===== config.mk =====
export PLATFORM = sky130hd
export DESIGN_NAME = pcrc_regs
export DESIGN_NICKNAME = d
export VERILOG_FILES = /design/src/hw/pcrc_pkg.sv /design/src/hw/pcrc_dec_if.sv /design/src/hw/pcrc_rom_decode.sv /design/src/hw/pcrc_regs.sv
export VERILOG_INCLUDE_DIRS = /design/src /design/src/hw
export SDC_FILE = /design/constraint.sdc
export NUM_CORES = 1
export LEC_CHECK = 0
export BUFFER_PORTS_ARGS = -buffer_cell sky130_fd_sc_hd__buf_4
export CAP_MARGIN = 0
export CORE_MARGIN = 1.5
export CORE_UTILIZATION = 45
export CTS_BUF_LIST = sky130_fd_sc_hd__clkbuf_8
export CTS_CLUSTER_DIAMETER = 100
export CTS_CLUSTER_SIZE = 10
export DETAILED_ROUTE_END_ITERATION = 12
export PLACE_DENSITY_LB_ADDON = 0.25
export SLEW_MARGIN = 20
export SYNTH_ARGS = -nofsm -noshare
export SYNTH_HDL_FRONTEND = slang
export SYNTH_SLANG_ARGS = --single-unit

===== constraint.sdc =====
create_clock -name clk -period 3.23 [get_ports clk]
set_clock_uncertainty 0.2 [all_clocks]
set_input_delay 0.323 -clock clk [delete_from_list [all_inputs] [get_ports clk]]
set_output_delay 0.323 -clock clk [all_outputs]
set_load 0.1 [all_outputs]

===== src/hw/pcrc_map.svh =====
// Offsets, field positions, fixed values and timing counts of the ROM and capability registers
`ifndef PCRC_MAP_SVH
`define PCRC_MAP_SVH

// Configuration byte offsets
`define PCRC_OFS_ROM_BASE   8'h30
`define PCRC_OFS_CAP_START  8'h34
`define PCRC_OFS_INT_LINE   8'h3C
`define PCRC_OFS_INT_PIN    8'h3D
`define PCRC_OFS_BURST_NEED 8'h3E
`define PCRC_OFS_ARB_WAIT   8'h3F
`define PCRC_OFS_CAP_IDENT  8'h40
`define PCRC_OFS_NEXT_CAP   8'h41

// Expansion ROM base register fields
`define PCRC_ROM_BASE_MSB   31
`define PCRC_ROM_BASE_LSB   20
`define PCRC_ROM_EN_BIT     0
`define PCRC_ROM_BASE_RST   12'h000
`define PCRC_ROM_EN_RST     1'b0

// Fixed read values
`define PCRC_CAP_START_VAL  8'h40
`define PCRC_INT_PIN_VAL    8'h01
`define PCRC_CAP_IDENT_VAL  8'h01
`define PCRC_NEXT_CAP_VAL   8'h00
`define PCRC_INT_LINE_RST   8'h00

// Fields of the internal bus configuration word twenty-two
`define PCRC_BURST_NEED_MSB 7
`define PCRC_BURST_NEED_LSB 0
`define PCRC_ARB_WAIT_MSB   15
`define PCRC_ARB_WAIT_LSB   8

// Latency unit, quarter microsecond at a 33 MHz bus
`define PCRC_LAT_UNIT_NS    250
`define PCRC_LAT_BUS_MHZ    33

// Memory commands that may address the ROM window
`define PCRC_CMD_MEM_RD     4'h6
`define PCRC_CMD_MEM_WR     4'h7
`define PCRC_CMD_MEM_RDM    4'hC
`define PCRC_CMD_MEM_RDL    4'hE
`define PCRC_CMD_MEM_WRI    4'hF

`endif


===== src/hw/pcrc_pkg.sv =====
// Types shared by the ROM and capability register bank
package pcrc_pkg;

  // Which configuration dword an access selects
  typedef enum logic [2:0] {
    PCRC_SEL_ROM,
    PCRC_SEL_CAPSTART,
    PCRC_SEL_INTR,
    PCRC_SEL_PMCAP,
    PCRC_SEL_NONE
  } pcrc_cfg_sel_t;

  // ROM window base, upper address bits
  typedef logic [11:0] pcrc_rom_base_t;

  // Dword offset inside the one-megabyte window
  typedef logic [17:0] pcrc_rom_word_t;

endpackage : pcrc_pkg


===== src/hw/pcrc_dec_if.sv =====
// Carrier between the register bank and its ROM address decoder
`timescale 1ns/1ps
`default_nettype none

interface pcrc_dec_if;
  import pcrc_pkg::*;

  logic           addr_phase;
  logic [3:0]     bus_cmd;
  logic [31:0]    bus_ad;
  pcrc_rom_base_t base;
  logic           rom_en;
  logic           mem_en;
  logic           hit;
  pcrc_rom_word_t word;

  modport regs (output addr_phase, bus_cmd, bus_ad, base, rom_en, mem_en, input hit, word);
  modport dec  (input addr_phase, bus_cmd, bus_ad, base, rom_en, mem_en, output hit, word);

endinterface : pcrc_dec_if

`default_nettype wire


===== src/hw/pcrc_rom_decode.sv =====
// Address decoder that recognises memory cycles aimed at the expansion ROM window
`timescale 1ns/1ps
`default_nettype none

`include "pcrc_map.svh"

module pcrc_rom_decode
  import pcrc_pkg::*;
(
  pcrc_dec_if.dec dif
);

  // True for every memory command that can read or write the window
  function automatic logic pcrc_is_mem_cmd(input logic [3:0] cmd);
    pcrc_is_mem_cmd = (cmd == `PCRC_CMD_MEM_RD)  ||
                      (cmd == `PCRC_CMD_MEM_WR)  ||
                      (cmd == `PCRC_CMD_MEM_RDM) ||
                      (cmd == `PCRC_CMD_MEM_RDL) ||
                      (cmd == `PCRC_CMD_MEM_WRI);
  endfunction : pcrc_is_mem_cmd

  // Window is one megabyte on a megabyte boundary, so base to base+1M-4 is an upper-bit match
  always_comb begin
    dif.hit  = dif.addr_phase &&
               dif.rom_en && dif.mem_en && // RL5
               pcrc_is_mem_cmd(dif.bus_cmd) &&
               (dif.bus_ad[`PCRC_ROM_BASE_MSB:`PCRC_ROM_BASE_LSB] == dif.base); // RL2
    dif.word = dif.bus_ad[19:2];
  end

endmodule : pcrc_rom_decode

`default_nettype wire


===== src/hw/pcrc_regs.sv =====
// Configuration registers 30h to 41h: expansion ROM base with window claim, and capability bytes
`timescale 1ns/1ps
`default_nettype none

`include "pcrc_map.svh"

// Operation
// RL1 - Host-writable 12-bit ROM base in bits 31-20, any megabyte boundary.
// RL2 - With both enables set, claim memory commands whose address falls in the window.
// RL3 - ROM base is read/write, cleared by hardware reset only.
// RL4 - Bits 19-1 read zero, ignore writes; all-ones probe shows one megabyte.
// RL5 - Bit 0 enables ROM; answer only while it and memory enable are set.
// RL6 - ROM enable is read/write, cleared by hardware reset only.
// RL7 - Host loads a valid base before setting either enable.
// RL8 - Offset 34h reads 40h, read-only, start of capability list.
// RL9 - Offset 3Ch is a plain host store, never changed by the device.
// RL10 - Offset 3Dh reads 01h, read-only, meaning interrupt line A.
// RL11 - Offset 3Eh reads bits 7-0 of bus configuration word twenty-two.
// RL12 - Offset 3Fh reads bits 15-8 of bus configuration word twenty-two.
// RL13 - Grant and latency values count quarter microseconds at 33 MHz.
// RL14 - Software should program configuration word twenty-two to 1818h.
// RL15 - Host derives its latency timer from the grant and latency values.
// RL16 - Offset 40h reads 01h, read-only, power management capability.
// RL17 - Offset 41h reads 00h, read-only, end of capability list.
// RL18 - Writes to read-only bytes complete normally and change nothing.
module pcrc_regs
  import pcrc_pkg::*;
(
  input  wire logic        clk,
  input  wire logic        rst_n,
  // Configuration access, one-cycle strobe on the bus clock
  input  wire logic        cfg_sel,
  input  wire logic        cfg_write,
  input  wire logic [5:0]  cfg_dword,
  input  wire logic [3:0]  cfg_be_n,
  input  wire logic [31:0] cfg_wdata,
  output logic      [31:0] cfg_rdata,
  output logic             cfg_done,
  // Neighbouring state of the configuration header
  input  wire logic        memory_space_enable,
  input  wire logic [15:0] bus_config_twenty_two,
  // Address phase of a bus cycle
  input  wire logic        addr_phase,
  input  wire logic [3:0]  bus_cmd,
  input  wire logic [31:0] bus_ad,
  output logic             rom_claim,
  output logic      [17:0] rom_word_addr,
  // Register state for the rest of the device
  output logic             rom_access_enable,
  output logic      [11:0] rom_window_base,
  output logic      [7:0]  interrupt_routing_line
);

  // Reset synchroniser
  logic rst_meta_ff;
  logic rst_sync_ff;
  logic nxt_rst_meta;
  logic nxt_rst_sync;

  // Stored registers
  pcrc_rom_base_t rom_base_ff;
  pcrc_rom_base_t nxt_rom_base;
  logic           rom_en_ff;
  logic           nxt_rom_en;
  logic [7:0]     int_line_ff;
  logic [7:0]     nxt_int_line;

  // Read path and completion
  logic [31:0]    rdata_ff;
  logic [31:0]    nxt_rdata;
  logic           done_ff;
  logic           nxt_done;

  // Window claim
  logic           claim_ff;
  logic           nxt_claim;
  pcrc_rom_word_t word_ff;
  pcrc_rom_word_t nxt_word;

  // Decoder carrier
  pcrc_dec_if dif ();

  // Map a dword index onto the register group it selects
  function automatic pcrc_cfg_sel_t pcrc_cfg_decode(input logic [5:0] dw);
    logic [7:0] ofs;
    ofs = {dw, 2'b00};
    if (ofs == `PCRC_OFS_ROM_BASE) begin
      pcrc_cfg_decode = PCRC_SEL_ROM;
    end else if (ofs == `PCRC_OFS_CAP_START) begin
      pcrc_cfg_decode = PCRC_SEL_CAPSTART;
    end else if (ofs == `PCRC_OFS_INT_LINE) begin
      pcrc_cfg_decode = PCRC_SEL_INTR;
    end else if (ofs == `PCRC_OFS_CAP_IDENT) begin
      pcrc_cfg_decode = PCRC_SEL_PMCAP;
    end else begin
      pcrc_cfg_decode = PCRC_SEL_NONE;
    end
  endfunction : pcrc_cfg_decode

  // Release of the reset goes through two flops so every flop below leaves reset on one edge
  always_comb begin
    nxt_rst_meta = 1'b1;
    nxt_rst_sync = rst_meta_ff;
  end

  always_ff @(posedge clk or negedge rst_n) begin
    if (!rst_n) begin
      rst_meta_ff <= 1'b0;
      rst_sync_ff <= 1'b0;
    end else begin
      rst_meta_ff <= nxt_rst_meta;
      rst_sync_ff <= nxt_rst_sync;
    end
  end

  // Host writes, merged by byte lane
  // Only hardware reset clears these; there is no soft-reset or stop input on purpose
  always_comb begin
    nxt_rom_base = rom_base_ff;
    nxt_rom_en   = rom_en_ff;
    nxt_int_line = int_line_ff;
    if (cfg_sel && cfg_write) begin
      unique case (pcrc_cfg_decode(cfg_dword))
        PCRC_SEL_ROM: begin
          if (!cfg_be_n[3]) begin
            nxt_rom_base[11:4] = cfg_wdata[31:24]; // RL1
          end
          if (!cfg_be_n[2]) begin
            nxt_rom_base[3:0] = cfg_wdata[23:`PCRC_ROM_BASE_LSB]; // RL1
          end
          if (!cfg_be_n[0]) begin
            nxt_rom_en = cfg_wdata[`PCRC_ROM_EN_BIT]; // RL5
          end
          // Bits 19-1 have no storage, so a write there is simply dropped
        end
        PCRC_SEL_INTR: begin
          // Only byte 0 is storage; pin, grant and latency bytes ignore the write
          if (!cfg_be_n[0]) begin
            nxt_int_line = cfg_wdata[7:0]; // RL9
          end
        end
        PCRC_SEL_CAPSTART,
        PCRC_SEL_PMCAP,
        PCRC_SEL_NONE: begin
          // Read-only or unmapped: accepted, nothing stored
          nxt_rom_base = rom_base_ff; // RL18
        end
      endcase
    end
  end

  // Register storage
  always_ff @(posedge clk or negedge rst_sync_ff) begin
    if (!rst_sync_ff) begin
      rom_base_ff <= `PCRC_ROM_BASE_RST; // RL3
      rom_en_ff   <= `PCRC_ROM_EN_RST;   // RL6
      int_line_ff <= `PCRC_INT_LINE_RST; // RL9
    end else begin
      rom_base_ff <= nxt_rom_base; // RL3
      rom_en_ff   <= nxt_rom_en;   // RL6
      int_line_ff <= nxt_int_line;
    end
  end

  // Read data for the selected dword; every access is answered one cycle later
  always_comb begin
    nxt_rdata = rdata_ff;
    nxt_done  = cfg_sel; // RL18
    if (cfg_sel && !cfg_write) begin
      unique case (pcrc_cfg_decode(cfg_dword))
        PCRC_SEL_ROM: begin
          nxt_rdata = 32'h0000_0000; // RL4
          nxt_rdata[`PCRC_ROM_BASE_MSB:`PCRC_ROM_BASE_LSB] = rom_base_ff; // RL3
          nxt_rdata[`PCRC_ROM_EN_BIT] = rom_en_ff; // RL6
        end
        PCRC_SEL_CAPSTART: begin
          nxt_rdata = {24'h00_0000, `PCRC_CAP_START_VAL}; // RL8
        end
        PCRC_SEL_INTR: begin
          // Grant and latency pass in raw quarter-microsecond units; no scaling here
          nxt_rdata = {bus_config_twenty_two[`PCRC_ARB_WAIT_MSB:`PCRC_ARB_WAIT_LSB], // RL12 RL13
                       bus_config_twenty_two[`PCRC_BURST_NEED_MSB:`PCRC_BURST_NEED_LSB], // RL11 RL13
                       `PCRC_INT_PIN_VAL, // RL10
                       int_line_ff};      // RL9
        end
        PCRC_SEL_PMCAP: begin
          // Upper half belongs to the power management capabilities word kept elsewhere
          nxt_rdata = {16'h0000, `PCRC_NEXT_CAP_VAL, `PCRC_CAP_IDENT_VAL}; // RL16 RL17
        end
        PCRC_SEL_NONE: begin
          nxt_rdata = 32'h0000_0000;
        end
      endcase
    end
  end

  // Read data holds until the next read, so a slow master can pick it up late
  always_ff @(posedge clk or negedge rst_sync_ff) begin
    if (!rst_sync_ff) begin
      rdata_ff <= 32'h0000_0000;
      done_ff  <= 1'b0;
    end else begin
      rdata_ff <= nxt_rdata;
      done_ff  <= nxt_done;
    end
  end

  // Feed the decoder with the live address phase and the stored enables
  // The host is trusted to set a base before enabling; a stale base is decoded as is
  always_comb begin
    dif.addr_phase = addr_phase;
    dif.bus_cmd    = bus_cmd;
    dif.bus_ad     = bus_ad;
    dif.base       = rom_base_ff;         // RL7
    dif.rom_en     = rom_en_ff;
    dif.mem_en     = memory_space_enable;
  end

  pcrc_rom_decode u_rom_decode (
    .dif (dif.dec)
  );

  // Claim flag for the bus target; the word offset is held for the ROM reader
  always_comb begin
    nxt_claim = dif.hit; // RL2
    nxt_word  = word_ff;
    if (dif.hit) begin
      nxt_word = dif.word;
    end
  end

  always_ff @(posedge clk or negedge rst_sync_ff) begin
    if (!rst_sync_ff) begin
      claim_ff <= 1'b0;
      word_ff  <= 18'h0_0000;
    end else begin
      claim_ff <= nxt_claim;
      word_ff  <= nxt_word;
    end
  end

  // Outputs straight from flops
  assign cfg_rdata              = rdata_ff;
  assign cfg_done               = done_ff;
  assign rom_claim              = claim_ff; // RL2
  assign rom_word_addr          = word_ff;
  assign rom_access_enable      = rom_en_ff;
  assign rom_window_base        = rom_base_ff;
  assign interrupt_routing_line = int_line_ff;

endmodule : pcrc_regs

`default_nettype wire


==> flow_summary.toml <==
[yosys]
synthAdderAreaFrac_pct = 0
synth-edff-count = 0
synth_top_family_by_area = "multiplexers"
avgSynthCellArea_um2 = 13.1
yosys_warnings = 0
netlist-cell-type-count = 32
synth_largest_area_cell = "dfrtp_1"
netlist.area_leader.share_pct = 58.2
synth-simple-area-share_pct = 8.69
synthMuxAreaShare_pct = 15.0
synth_area_um2 = 2920
ys_seq_elements = 68
synthXorXnorAreaFrac_pct = 3.60
ys.flop_type = "dfrtp_1"
ys_top_cells_by_area = "dfrtp_1 (58%), mux2_2 (15%), a22oi_1 (3.1%)"
syn_inst = 223
yosysSeqAreaShare_pct = 58.2
synthArstFlopShare_pct = 100
synth-compound-area-share_pct = 10.9

[place]
numPortBuffers = 150
dp_hpwl_mm = 5.62
dpl-instance-area_um2 = 4110
place_congestion = 0.756

[critical_path]
cp_num_cells = 5
critPathBufInv = 1
critPathSlowestCell = "dfrtp_1"
endpoint_kind = "flip-flop"
critical_path_class = "reg2reg"
ff2ff_path_depth = 5
cp-start-kind = "flip-flop"
worstPathArrival_ps = 2200
crit_family = "simple AND/OR/NAND/NOR gates"
crit_chain = "xnor2_1, nand4bb_1, nor4_4, buf_4, mux2_2"
slowest_delay_ps = 440
cp_max_fo = 18
required_ps = 3260

[cts]
cts_root_buf = "clkbuf_8"
clock-sinks = 68
cts_buffer_depth = 2
clock_latency_ps = 340
cts-buffers-inserted = 9
h-tree-depth = 3
clk_pin_slew_worst_paths_ps = 70
cts_setup_buffers = 0
tritoncts = "yes"

[cells_and_area]
stdcell_area_um2 = 4540
drive_gt1_share_pct = 53.0
final_cell_mix = "buf_4 (155), dfrtp_1 (67), mux2_2 (39)"
nets = 499
register_area_um2 = 1700
fin_util_pct = 71.8
num_antenna_cells = 0
nFillCells = 493
final_common_cell = "buf_4"
area_growth_pct = 55.2
multi_input_area_um2 = 1150

[route]
drc = 0
via_per_inst = 5.09
drt-initial-drc-count = 115
wl_mm = 7.74
vias = 2446
firstDrtPassIters = 5
drtAntennaViolNets = 0
wl_per_cell_um = 16.1

[grt]
grtUsageTotal_pct = 22.5
grt_pass1_wl_mm = 12.2
grt.busiest_layer = "met2"
antenna_found_initial = 0
grt_pass1_vias = 2398
overflow = 0
grtUsageMet3_pct = 6.73
grtUsageMet1_pct = 27.9
grt_max_degree = 67
gr-usage-met2_pct = 37.5

[job]
drv_cap = 0

[hold_path]
min_path_type = "in2reg"
min_path_cells = 2

[sta]
tightest_slew_ps = 802
fmaxAchievable_mhz = 460
final-hold-violation-count = 0
period_share_pct = 67.3
grt_setup_unrepaired = "no"
fin_crit_ps = 2170
tns_ps = 0
final-max-slew-violation-count = 0
relSlewSlack_pct = 46.5
holdWs_ps = 14.0
setup_viol = 0

[die]
ios = 173
start_util_pct = 46.3
die_w_um = 83.6
fp.dieH_um = 83.6
die-area_um2 = 6990
fp.coreArea_um2 = 6310
num_rows = 29

[power]
leakage_nw = 2.33
power.total_mw = 2.01
p_per_area_nw_per_um2 = 443
peakVddDrop_uv = 315

[status]
status = "complete, no violations"
-- registers in the layout, indices dropped and copies added, names as in the netlist --
signal                  flops
nxt_rst_sync                1
cfg_done                    1
rom_window_base            12
interrupt_routing_line      8
cfg_rdata                  25
rst_sync_ff                 1
rom_access_enable           1
rom_claim                   1
rom_word_addr              18
-- metrics by stage --
stage,worst slack [ps],instances
after floorplan,431,229
after global placement,1040,444
after detailed placement,952,444
after CTS,1080,471
after global routing,959,481
final,1060,481
-- repair_timing --
| item | CTS | global route |
|---|---|---|
| hold endpoints to repair | 12 | 10 |
| gates resized for setup | 0 | 0 |
| hold buffers | 11 | 10 |
-- worst register-to-register path: cells and delay by family, from the launching register on --
family | cells | cell delay [ps]
buf+inv | 1 | 290
xor+xnor | 1 | 270
flops | 1 | 440
mux | 1 | 380
simple gates | 2 | 480
-- worst paths after layout --
kind / from / endpoint / slack [ps]
worst max-delay path: rom_window_base[11]$_DFFE_PN0P_ / rom_word_addr[13]$_DFFE_PN0P_ / 1060
worst min register to register: nxt_rst_sync$_DFF_PN0_ / rst_sync_ff$_DFF_PN0_ / 170
worst min-delay path: cfg_wdata[22] / rom_window_base[2]$_DFFE_PN0P_ / 10
min in group asynchronous: rst_n / rst_sync_ff$_DFF_PN0_ / 110
max in group asynchronous: rst_sync_ff$_DFF_PN0_ / interrupt_routing_line[0]$_DFFE_PN0P_ / 2060
worst max register to register: rom_window_base[11]$_DFFE_PN0P_ / rom_word_addr[13]$_DFFE_PN0P_ / 1060
-- synthesized netlist by cell type (3+ instances only) --
cell      count
dfrtp_1      68
clkbuf_1      9
a22o_1       10
xnor2_1       9
buf_4         7
o31ai_1      12
nor2_1        5
xor2_1        3
a22oi_1      12
mux2_2       39
nand2_1      20
-- logic make-up (layout without fill, tap and decap cells) --
| logic type | Yosys count | in the layout |
|---|---|---|
| other | 2 | 8 |
| buffers and inverters | 17 | 192 |
| multiplexers | 39 | 39 |
| XOR/XNOR | 12 | 12 |
| AND/OR/NAND/NOR | 44 | 44 |
| flip-flops | 68 | 68 |
| AO/OA/AOI/OAI | 41 | 41 |
-- power breakdown --
part | leakage, nW | switching (mW) | internal (mW)
clock network | 0.107 | 0.331 | 0.432
registers | 0.938 | 0.0170 | 0.868
logic | 1.28 | 0.231 | 0.132
total | 2.33 | 0.579 | 1.43
-- routing by layer --
metal	routed length [um]	vias to the layer above
met3	535	14
li1	-	1157
met2	4020	106
met5	0	-
met1	3070	1169
met4	114	0
-- area by class of cell --
type                       instances  share of cell area (%)
clock inverter                     7                    2.04
sequential                        68                    37.5
timing repair buffer             176                    30.3
multi-input combinational        144                    25.3
clock buffer                       9                    2.73
tap                               77                    2.12
Note: power is estimated with default switching activity, not from simulation.
